**src/rtl/pld_defines.svh**
```systemverilog
// Constants for the decode array and general logic array
`ifndef PLD_DEFINES_SVH
`define PLD_DEFINES_SVH
`define NUM_PRIMARY_SEL 4
`define NUM_SECONDARY_SEL 2
`define NUM_IN_CELLS 20
`define NUM_OUT_CELLS 16
`define NUM_PTERMS 137
`define GROUP_A_NATIVE 3
`define GROUP_B_NATIVE 4
`define MASK_RESET 8'h00
`define CELLS_RESET 8'h00
`define SECTOR_TERMS 3
`define SRAM_TERMS 2
`define CLEAR_TERMS 2
`define JTAG_PORT_C_MASK 8'h63
`endif

```
**src/rtl/pld_pkg.sv**
```systemverilog
// Types for the decode and logic arrays
package pld_pkg;
  typedef enum logic [1:0] {FF_D, FF_T, FF_JK, FF_SR} ff_kind_t;
  typedef enum logic [1:0] {IN_PASS, IN_LATCH, IN_REG} in_mode_t;
  typedef enum logic {LOAD_EDGE, LOAD_LEVEL} load_mode_t;
endpackage

```
**src/rtl/output_cell.sv**
```systemverilog
// One output macrocell: polarity, storage element, output select
`include "pld_defines.svh"
module output_cell
  import pld_pkg::*;
(
  input wire logic clk,
  input wire logic reset,
  input wire logic ce,
  input wire logic sum_a,
  input wire logic sum_b,
  input wire logic invert,
  input wire ff_kind_t kind,
  input wire logic use_pin_clock,
  input wire logic pterm_clock,
  input wire logic pin_clock_rise,
  input wire logic preset_in,
  input wire logic clear_in,
  input wire logic registered,
  input wire logic load,
  input wire logic load_data,
  output logic result,
  output logic state
);
  logic state_r;
  logic pterm_clock_r;
  logic tick;
  logic a;
  logic b;
  // Polarity gate
  assign a = sum_a ^ invert;
  assign b = sum_b ^ invert;
  // Clock source select
  assign tick = use_pin_clock ? pin_clock_rise : (pterm_clock & ~pterm_clock_r);
  always_ff @(posedge clk or posedge reset) begin
    if (reset) begin
      pterm_clock_r <= 1'b0;
    end else if (ce) begin
      pterm_clock_r <= pterm_clock;
    end
  end
  always_ff @(posedge clk or posedge reset) begin
    if (reset) begin
      state_r <= 1'b0;
    end else if (ce) begin
      // Bus load wins
      if (load) begin
        state_r <= load_data;
      // Active high clear/preset
      end else if (clear_in) begin
        state_r <= 1'b0;
      end else if (preset_in) begin
        state_r <= 1'b1;
      end else if (tick) begin
        // Storage element kind
        unique case (kind)
          FF_D: state_r <= a;
          FF_T: state_r <= state_r ^ a;
          FF_JK: state_r <= (a & ~state_r) | (~b & state_r);
          FF_SR: state_r <= a | (~b & state_r);
        endcase
      end
    end
  end
  assign state = state_r;
  // Registered or combinational
  assign result = registered ? state_r : a;
endmodule

```
**src/rtl/pld_decode_and_macrocells.sv**
```systemverilog
// Decode array and general logic array with bus load and readback
// ==========================================================
// Summary of operation
// Four primary sector selects, three terms each
// Two secondary sector selects, three terms each
// SRAM, register space, two peripheral selects
// Two external chip selects, no cell used
// Twenty input, sixteen output cells, 137 terms
// Polarity, register/comb mux, pin and feedback
// Flip-flop kind D, T, JK or SR
// Clock from term or dedicated pin rise
// Active high preset/clear, clear two terms
// Native and borrowed term counts per group; no terms are borrowed here
// Used terms not shared; expansion adds delay (clear and enable terms are shared between cells here)
// Cell n maps to data bit n
// Bus load beats preset, clear, clock
// Edge or level load from write strobe
// Per-group mask blocks writes, resets zero
// Pin enable is term OR direction bit
// Undefined enable output drives from power-up
// Internal node frees pin, keeps feedback
// Input cells latch, register or pass, readable
// Input strobe term per nibble or address strobe
// Test-access port pins never cell destinations
// Page bits feed decode array
// Clear direction bit tri-states unless term enables
// Group read returns all eight cells
// Software masks state-machine cells before writes
`include "pld_defines.svh"
module pld_decode_and_macrocells
  import pld_pkg::*;
(
  input wire logic clk,
  input wire logic reset,
  input wire logic ce,
  // Product terms evaluated by the programmable array
  input wire logic [`NUM_PTERMS-1:0] pterms,
  input wire logic [7:0] page_bits,
  input wire logic [1:0] ext_cs_terms,
  // Per-cell configuration
  input wire logic [15:0] cell_invert,
  input wire logic [31:0] cell_kind,
  input wire logic [15:0] cell_registered,
  input wire logic [15:0] cell_use_pin_clock,
  input wire logic [15:0] cell_internal_node,
  input wire logic [15:0] cell_enable_defined,
  input wire logic load_mode,
  input wire logic [39:0] input_cell_mode,
  input wire logic [4:0] input_strobe_use_term,
  // Pins and strobes from outside the clock domain
  input wire logic dedicated_logic_clock,
  input wire logic address_latch_strobe,
  input wire logic write_strobe_n,
  input wire logic [19:0] port_in,
  // Bus access
  input wire logic sel_cells_a,
  input wire logic sel_cells_b,
  input wire logic sel_mask_a,
  input wire logic sel_mask_b,
  input wire logic sel_inputs_lo,
  input wire logic sel_inputs_mid,
  input wire logic sel_inputs_hi,
  input wire logic [7:0] wdata,
  output logic [7:0] rdata,
  input wire logic [15:0] direction_bits,
  // Decode outputs
  output logic [`NUM_PRIMARY_SEL-1:0] primary_sector_selects,
  output logic [`NUM_SECONDARY_SEL-1:0] secondary_sector_selects,
  output logic sram_select,
  output logic register_space_select,
  output logic peripheral_select_zero,
  output logic peripheral_select_one,
  output logic [1:0] external_chip_selects,
  // Logic array outputs
  output logic [15:0] cell_pin_out,
  output logic [15:0] cell_pin_oe,
  output logic [15:0] cell_feedback,
  output logic [19:0] input_cell_out,
  output logic [7:0] port_c_allowed
);
  // ==========================================================
  // Term map
  // Cells of group A take 3 native terms, group B 4; the clock and preset
  // terms of each cell follow the native sums, clear pairs start at 128, enables at 120.
  function automatic logic or_terms(input logic [`NUM_PTERMS-1:0] t, input int base,
                                    input int n);
    logic r;
    r = 1'b0;
    for (int i = 0; i < n; i++) begin
      r = r | t[base+i];
    end
    return r;
  endfunction

  // ==========================================================
  // Decode array
  // Primary sector selects
  always_comb begin
    for (int i = 0; i < `NUM_PRIMARY_SEL; i++) begin
      primary_sector_selects[i] = or_terms(pterms, i*`SECTOR_TERMS, `SECTOR_TERMS);
    end
  end
  // Secondary sector selects
  always_comb begin
    for (int i = 0; i < `NUM_SECONDARY_SEL; i++) begin
      secondary_sector_selects[i] = or_terms(pterms, 12 + i*`SECTOR_TERMS, `SECTOR_TERMS);
    end
  end
  // Page bits qualify the SRAM select
  logic page_match;
  assign page_match = (page_bits == pterms[28:21]) | pterms[29];
  // SRAM, register space and peripheral selects
  assign sram_select = or_terms(pterms, 18, `SRAM_TERMS) & page_match;
  assign register_space_select = pterms[20];
  assign peripheral_select_zero = pterms[30];
  assign peripheral_select_one = pterms[31];
  // External selects straight from terms
  assign external_chip_selects = ext_cs_terms;

  // ==========================================================
  // Pin synchronisers
  logic [1:0] clk_pin_sync;
  logic [1:0] ale_sync;
  logic [1:0] wr_sync;
  logic [19:0] port_s1;
  logic [19:0] port_s2;
  logic clk_pin_prev;
  logic ale_prev;
  logic wr_prev;
  always_ff @(posedge clk or posedge reset) begin
    if (reset) begin
      clk_pin_sync <= 2'h0;
      ale_sync <= 2'h0;
      wr_sync <= 2'h3;
      port_s1 <= 20'h0;
      port_s2 <= 20'h0;
      clk_pin_prev <= 1'b0;
      ale_prev <= 1'b0;
      wr_prev <= 1'b1;
    end else if (ce) begin
      clk_pin_sync <= {clk_pin_sync[0], dedicated_logic_clock};
      ale_sync <= {ale_sync[0], address_latch_strobe};
      wr_sync <= {wr_sync[0], write_strobe_n};
      port_s1 <= port_in;
      port_s2 <= port_s1;
      clk_pin_prev <= clk_pin_sync[1];
      ale_prev <= ale_sync[1];
      wr_prev <= wr_sync[1];
    end
  end
  logic pin_clock_rise;
  logic write_active;
  logic write_trailing;
  assign pin_clock_rise = clk_pin_sync[1] & ~clk_pin_prev;
  assign write_active = ~wr_sync[1];
  assign write_trailing = wr_sync[1] & ~wr_prev;

  // ==========================================================
  // Mask registers and bus load
  logic [7:0] mask_a_r;
  logic [7:0] mask_b_r;
  logic [7:0] wdata_r;
  // Masks reset to zero
  always_ff @(posedge clk or posedge reset) begin
    if (reset) begin
      mask_a_r <= `MASK_RESET;
      mask_b_r <= `MASK_RESET;
    end else if (ce && write_trailing) begin
      if (sel_mask_a) begin
        mask_a_r <= wdata;
      end
      if (sel_mask_b) begin
        mask_b_r <= wdata;
      end
    end
  end
  // Data held while strobe is low so edge mode loads the final value
  always_ff @(posedge clk or posedge reset) begin
    if (reset) begin
      wdata_r <= 8'h00;
    end else if (ce && write_active) begin
      wdata_r <= wdata;
    end
  end
  logic load_strobe;
  logic [7:0] load_data;
  // Edge or level loading
  assign load_strobe = (load_mode == LOAD_LEVEL) ? write_active : write_trailing;
  assign load_data = (load_mode == LOAD_LEVEL) ? wdata : wdata_r;
  logic [15:0] cell_load;
  // Mask bits block writes
  assign cell_load = {{8{load_strobe & sel_cells_b}} & ~mask_b_r,
                      {8{load_strobe & sel_cells_a}} & ~mask_a_r};

  // ==========================================================
  // Output cells
  // Sixteen output cells
  // Term budget per group
  // Clear terms serve four cells, enable terms two and overlap cells 14-15
  logic [15:0] cell_state;
  logic [15:0] cell_result;
  for (genvar c = 0; c < `NUM_OUT_CELLS; c++) begin : g_cell
    localparam int NAT = (c < 8) ? `GROUP_A_NATIVE : `GROUP_B_NATIVE;
    localparam int BASE = 32 + c*6;
    logic sum_a;
    logic sum_b;
    assign sum_a = or_terms(pterms, BASE, (NAT > 1) ? NAT - 1 : 1);
    assign sum_b = pterms[BASE+NAT-1];
    output_cell u_cell (
      .clk(clk),
      .reset(reset),
      .ce(ce),
      .sum_a(sum_a),
      .sum_b(sum_b),
      .invert(cell_invert[c]),
      .kind(ff_kind_t'(cell_kind[2*c +: 2])),
      .use_pin_clock(cell_use_pin_clock[c]),
      .pterm_clock(pterms[BASE+NAT]),
      .pin_clock_rise(pin_clock_rise),
      .preset_in(pterms[BASE+NAT+1]),
      // Clear uses two terms
      .clear_in(or_terms(pterms, 128 + (c % 4)*2, `CLEAR_TERMS)),
      .registered(cell_registered[c]),
      // Cell n on data bit n mod 8
      .load(cell_load[c]),
      .load_data(load_data[c % 8]),
      .result(cell_result[c]),
      .state(cell_state[c])
    );
  end
  // Feedback kept for internal nodes
  assign cell_feedback = cell_result;
  assign cell_pin_out = cell_result;
  // Enable is term OR direction
  // No enable equation drives at once
  // Direction low tri-states when the defined enable term is low
  always_comb begin
    for (int c = 0; c < 16; c++) begin
      cell_pin_oe[c] = ~cell_internal_node[c] &
        ((cell_enable_defined[c] ? pterms[120 + (c % 8)] : 1'b1) | direction_bits[c]);
    end
  end
  // JTAG pins excluded on third port
  assign port_c_allowed = ~`JTAG_PORT_C_MASK;

  // ==========================================================
  // Input cells
  // Strobe per nibble, term or address strobe
  logic [4:0] nib_strobe;
  logic [4:0] nib_prev;
  always_comb begin
    for (int n = 0; n < 5; n++) begin
      nib_strobe[n] = input_strobe_use_term[n] ? pterms[132+n] : ale_sync[1];
    end
  end
  always_ff @(posedge clk or posedge reset) begin
    if (reset) begin
      nib_prev <= 5'h0;
    end else if (ce) begin
      nib_prev <= nib_strobe;
    end
  end
  logic [19:0] in_store_r;
  // Latch, register or pass
  always_ff @(posedge clk or posedge reset) begin
    if (reset) begin
      in_store_r <= 20'h0;
    end else if (ce) begin
      for (int i = 0; i < `NUM_IN_CELLS; i++) begin
        unique case (in_mode_t'(input_cell_mode[2*i +: 2]))
          IN_LATCH: if (nib_strobe[i/4]) in_store_r[i] <= port_s2[i];
          IN_REG: if (nib_strobe[i/4] & ~nib_prev[i/4]) in_store_r[i] <= port_s2[i];
          default: in_store_r[i] <= port_s2[i];
        endcase
      end
    end
  end
  assign input_cell_out = in_store_r;

  // ==========================================================
  // Readback
  // Reads ignore masks
  always_ff @(posedge clk or posedge reset) begin
    if (reset) begin
      rdata <= 8'h00;
    end else if (ce) begin
      rdata <= sel_cells_a ? cell_state[7:0] :
               sel_cells_b ? cell_state[15:8] :
               sel_mask_a ? mask_a_r :
               sel_mask_b ? mask_b_r :
               sel_inputs_lo ? in_store_r[7:0] :
               sel_inputs_mid ? in_store_r[15:8] :
               sel_inputs_hi ? {4'h0, in_store_r[19:16]} : 8'h00;
    end
  end
endmodule

```
**config.mk**
```make
export PLATFORM = sky130hd
export DESIGN_NAME = pld_decode_and_macrocells
export DESIGN_NICKNAME = d
export VERILOG_FILES = /design/src/rtl/pld_pkg.sv /design/src/rtl/output_cell.sv /design/src/rtl/pld_decode_and_macrocells.sv
export VERILOG_INCLUDE_DIRS = /design/src /design/src/rtl
export SDC_FILE = /design/constraint.sdc
export NUM_CORES = 1
export LEC_CHECK = 0
export ABC_AREA = 0
export BUFFER_PORTS_ARGS = -buffer_cell sky130_fd_sc_hd__buf_2
export CELL_PAD_IN_SITES_DETAIL_PLACEMENT = 1
export CELL_PAD_IN_SITES_GLOBAL_PLACEMENT = 2
export CORE_UTILIZATION = 26
export DETAILED_ROUTE_END_ITERATION = 8
export MAX_ROUTING_LAYER = met4
export PLACE_DENSITY = 0.76
export SETUP_SLACK_MARGIN = 0.4
export SLEW_MARGIN = 10
export SYNTH_ARGS = -nofsm -noshare
export SYNTH_HDL_FRONTEND = slang
export SYNTH_SLANG_ARGS = --single-unit
```
**constraint.sdc**
```tcl
create_clock -name clk -period 5.8 [get_ports clk]
set_input_delay 0.87 -clock clk [delete_from_list [all_inputs] [get_ports clk]]
set_output_delay 0.87 -clock clk [all_outputs]
set_load 0.03 [all_outputs]
```
==> flow_metrics.env <==
export IMPL_synth_top_area_cell="dfrtp_1"
export IMPL_place_congestion=0.789
export IMPL_wl_per_cell_um=18.5
export IMPL_critPathKind="in -> out"
export IMPL_ios=458
export IMPL_clock_root_buffer="clkbuf_16"
export IMPL_worst_slew_margin_rel_pct=38.5
export IMPL_syn_to_final_growth_pct=32.0
export IMPL_start_util_pct=26.5
export IMPL_synthArstFlopShare_pct=100
export IMPL_path_clk_slew_ns=0.06
export IMPL_cts_max_level=4
export IMPL_die_x_um=190
export IMPL_grt_setup_unrepaired="no"
export IMPL_fmax_ghz=0.339
export IMPL_dr_total_vias=8711
export IMPL_io_buffers=431
export IMPL_routed_wl_um=33400
export IMPL_slew_viol_final=0
export IMPL_p_per_area_nw_per_um2=296
export IMPL_rows=68
export IMPL_setup_tns_ns=0
export IMPL_p_leak_nw=5.67
export IMPL_drtIter0Drc=224
export IMPL_synthCells=948
export IMPL_cp_max_fo=3
export IMPL_syn_area_um2=9170
export IMPL_crit_path_end_kind="primary output"
export IMPL_peakVddDrop_v=0.000150
export IMPL_dr_pass1_iters=4
export IMPL_drc=0
export IMPL_antenna_left=0
export IMPL_synth_area_leaders="dfrtp_1, mux2_2, xnor2_1, buf_4, nor2_1"
export IMPL_dieHeight_um=190
export IMPL_grt_busiest_layer="met2"
export IMPL_grt_pass1_wl_um=51100
export IMPL_fin_util_pct=34.9
export IMPL_min_period_ns=2.95
export IMPL_hpwl_um=27000
export IMPL_worst_ep_required_time_ns=4.93
export IMPL_grt_max_degree=95
export IMPL_cp_arrival_ns=2.08
export IMPL_clk_latency_ns=0.42
export IMPL_status="finished, final reports clean"
export IMPL_grt_util_met2_pct=33.4
export IMPL_clock_sinks=137
export IMPL_ys_flop_type="dfrtp_1"
export IMPL_setup_viol=0
export IMPL_synth_top_cell_area_share_pct=36.6
export IMPL_fin_crit_sh_pct=50.9
export IMPL_cts_hold_buf=0
export IMPL_layout_nets=1709
export IMPL_cts_resized=0
export IMPL_worst_pin_slew_ns=0.922
export IMPL_cts_buffers=17
export IMPL_worstHoldPathType="reg -> reg"
export IMPL_viasPerCell=4.83
export IMPL_post_cts_setup_buffers=0
export IMPL_drive_gt1_share_pct=45.0
export IMPL_overflow=0
export IMPL_cp_start_kind="input port"
export IMPL_final_hold_viol_count=0
export IMPL_synth_edf_count=0
export IMPL_die_area_um2=36000
export IMPL_grt_use_total_pct=19.0
export IMPL_grt_use_met3_pct=4.19
export IMPL_maxCapViolCount=0
export IMPL_grt_use_met1_pct=22.1
export IMPL_synth_seq_cells=137
export IMPL_grt_pass1_vias=9118
export IMPL_clock_path_buffers=2
export IMPL_avgSynthCellArea_um2=9.67
export IMPL_cts_tree="done"
export IMPL_ys_warn_count=0
export IMPL_ys_types=53
export IMPL_antenna_found_initial=6
export IMPL_core_area_um2=34600
export IMPL_worst_clock_skew_ns=0.0173
export IMPL_seq_area_frac_synth_pct=37.4
sequential cells by signal, summed over array words and instances (netlist names), 16 cells and up:
register / flops
port_s2: 20
g_cell.u_cell.pterm_clock_r: 16
input_cell_out: 20
g_cell.u_cell.state: 16
port_s1: 20
routing by layer:
metal / routed length (um) / vias to the layer above / share of wire (%)
met5: 0 / - / 0
met4: 299 / 0 / 0.89
met3: 2030 / 22 / 6.1
met2: 17100 / 279 / 51
met1: 14000 / 4263 / 42
li1: - / 4147 / -
placed cells by master, fill, tap and decap left out, types with 4 or more instances in the layout:
| master | synthesis | final |
|---|---|---|
| a211o_1 | 7 | 7 |
| a211oi_1 | 15 | 15 |
| a21o_1 | 5 | 5 |
| a21oi_1 | 49 | 49 |
| a221o_1 | 8 | 8 |
| a221oi_1 | 15 | 15 |
| a22oi_1 | 7 | 7 |
| a31oi_1 | 6 | 6 |
| and3_1 | 8 | 8 |
| buf_2 | 2 | 430 |
| buf_4 | 45 | 4 |
| clkbuf_16 | 0 | 17 |
| conb_1 | 2 | 8 |
| dfrtp_1 | 134 | 134 |
| diode_2 | 0 | 6 |
| ha_1 | 16 | 16 |
| inv_1 | 70 | 69 |
| inv_6 | 0 | 6 |
| mux2_2 | 128 | 128 |
| mux2i_1 | 20 | 20 |
| nand2_1 | 32 | 32 |
| nand3_1 | 13 | 13 |
| nand3b_1 | 20 | 20 |
| nor2_1 | 76 | 76 |
| nor3_1 | 10 | 10 |
| nor3b_1 | 32 | 32 |
| o211ai_1 | 25 | 25 |
| o21ai_0 | 49 | 49 |
| o21ai_1 | 9 | 9 |
| o221ai_1 | 4 | 4 |
| o31a_1 | 5 | 5 |
| or3_1 | 9 | 9 |
| xnor2_1 | 40 | 40 |
| xor2_1 | 20 | 20 |
logic make-up after synthesis:
| family | after synthesis | synth area share [%] |
|---|---|---|
| multiplexers | 148 | 17.9 |
| buffers and inverters | 147 | 7.97 |
| flip-flops | 137 | 37.4 |
| AO/OA/AOI/OAI | 223 | 16.3 |
| other | 2 | 0.0819 |
| adder cells (fa/ha/maj) | 16 | 2.18 |
| XOR/XNOR | 60 | 5.73 |
| AND/OR/NAND/NOR | 215 | 12.4 |
where the power goes:
part,total (mW),switching [mW],internal [mW]
Combinational,1.14,0.669,0.475
Clock,1.12,0.461,0.657
Sequential,1.32,0.172,1.15
Total,3.58,1.30,2.28
stage by stage:
step           cells  power (mW)  area [um2]  hold WS [ns]  setup WS [ns]
6_report        1805        3.58       12100         0.498           2.85
3_3_place_gp    1767        2.46       11500         0.469           2.47
5_1_grt         1805        3.80       12100         0.510           2.53
3_5_place_dp    1767        2.50       11500         0.488           2.33
4_1_cts         1799        3.64       12100         0.501           2.77
2_1_floorplan    954        2.08        9190         0.475           1.27
path summary, 6_finish.rpt:
kind	start	endpoint	slack, ns	depth (start not counted)
worst max-delay path	pterms[87]	cell_pin_out[9]	2.85	5
worst min-delay path	rdata[3]$_DFFE_PP0P_	rdata[3]$_DFFE_PP0P_	0.50	1
worst max register to register	wr_sync[1]$_DFFE_PP1P_	g_cell[5].u_cell.state$_DFFE_PP0P_	3.63	5
worst min register to register	rdata[3]$_DFFE_PP0P_	rdata[3]$_DFFE_PP0P_	0.50	1
max in group asynchronous	reset	mask_b_r[4]$_DFFE_PP0P_	3.92	3
min in group asynchronous	reset	ale_sync[0]$_DFFE_PP0P_	0.64	2
cell usage after synthesis (all sizes together), types with 3 or more instances:
master and instances:
a211o 7, dfrtp 134, nand3 13, mux2 128, a31oi 6, xor2 20, o211ai 27, nor2 76
or3 9, o31a 5, dfstp 3, ha 16, buf 55, nand3b 20, a221oi 15, o31ai 3
nor2b 4, o21ai 58, clkbuf 21, a211oi 15, a22oi 7, nand2 32, a221o 8, a21oi 49
nor3 10, inv 70, and3 8, xnor2 40, mux2i 20, or2 4, a21o 5, a41oi 3
nor3b 33, o221ai 4
area by class of cell:
class,instances,area [um2]
well taps,455,569
repair buffers,434,2180
clock buffers,19,443
fillers,4118,22500
multi-input cells,670,5030
clock inverters,13,156
inverters,71,272
diodes,6,15.0
flip-flops and latches,137,3430
critical path, cell delays in order:
cell	delay, ns
buf_2	0.09
nor3_1	0.33
xor2_1	0.16
o21ai_0	0.35
buf_2	0.27
Power figures use the tool's default switching activity.
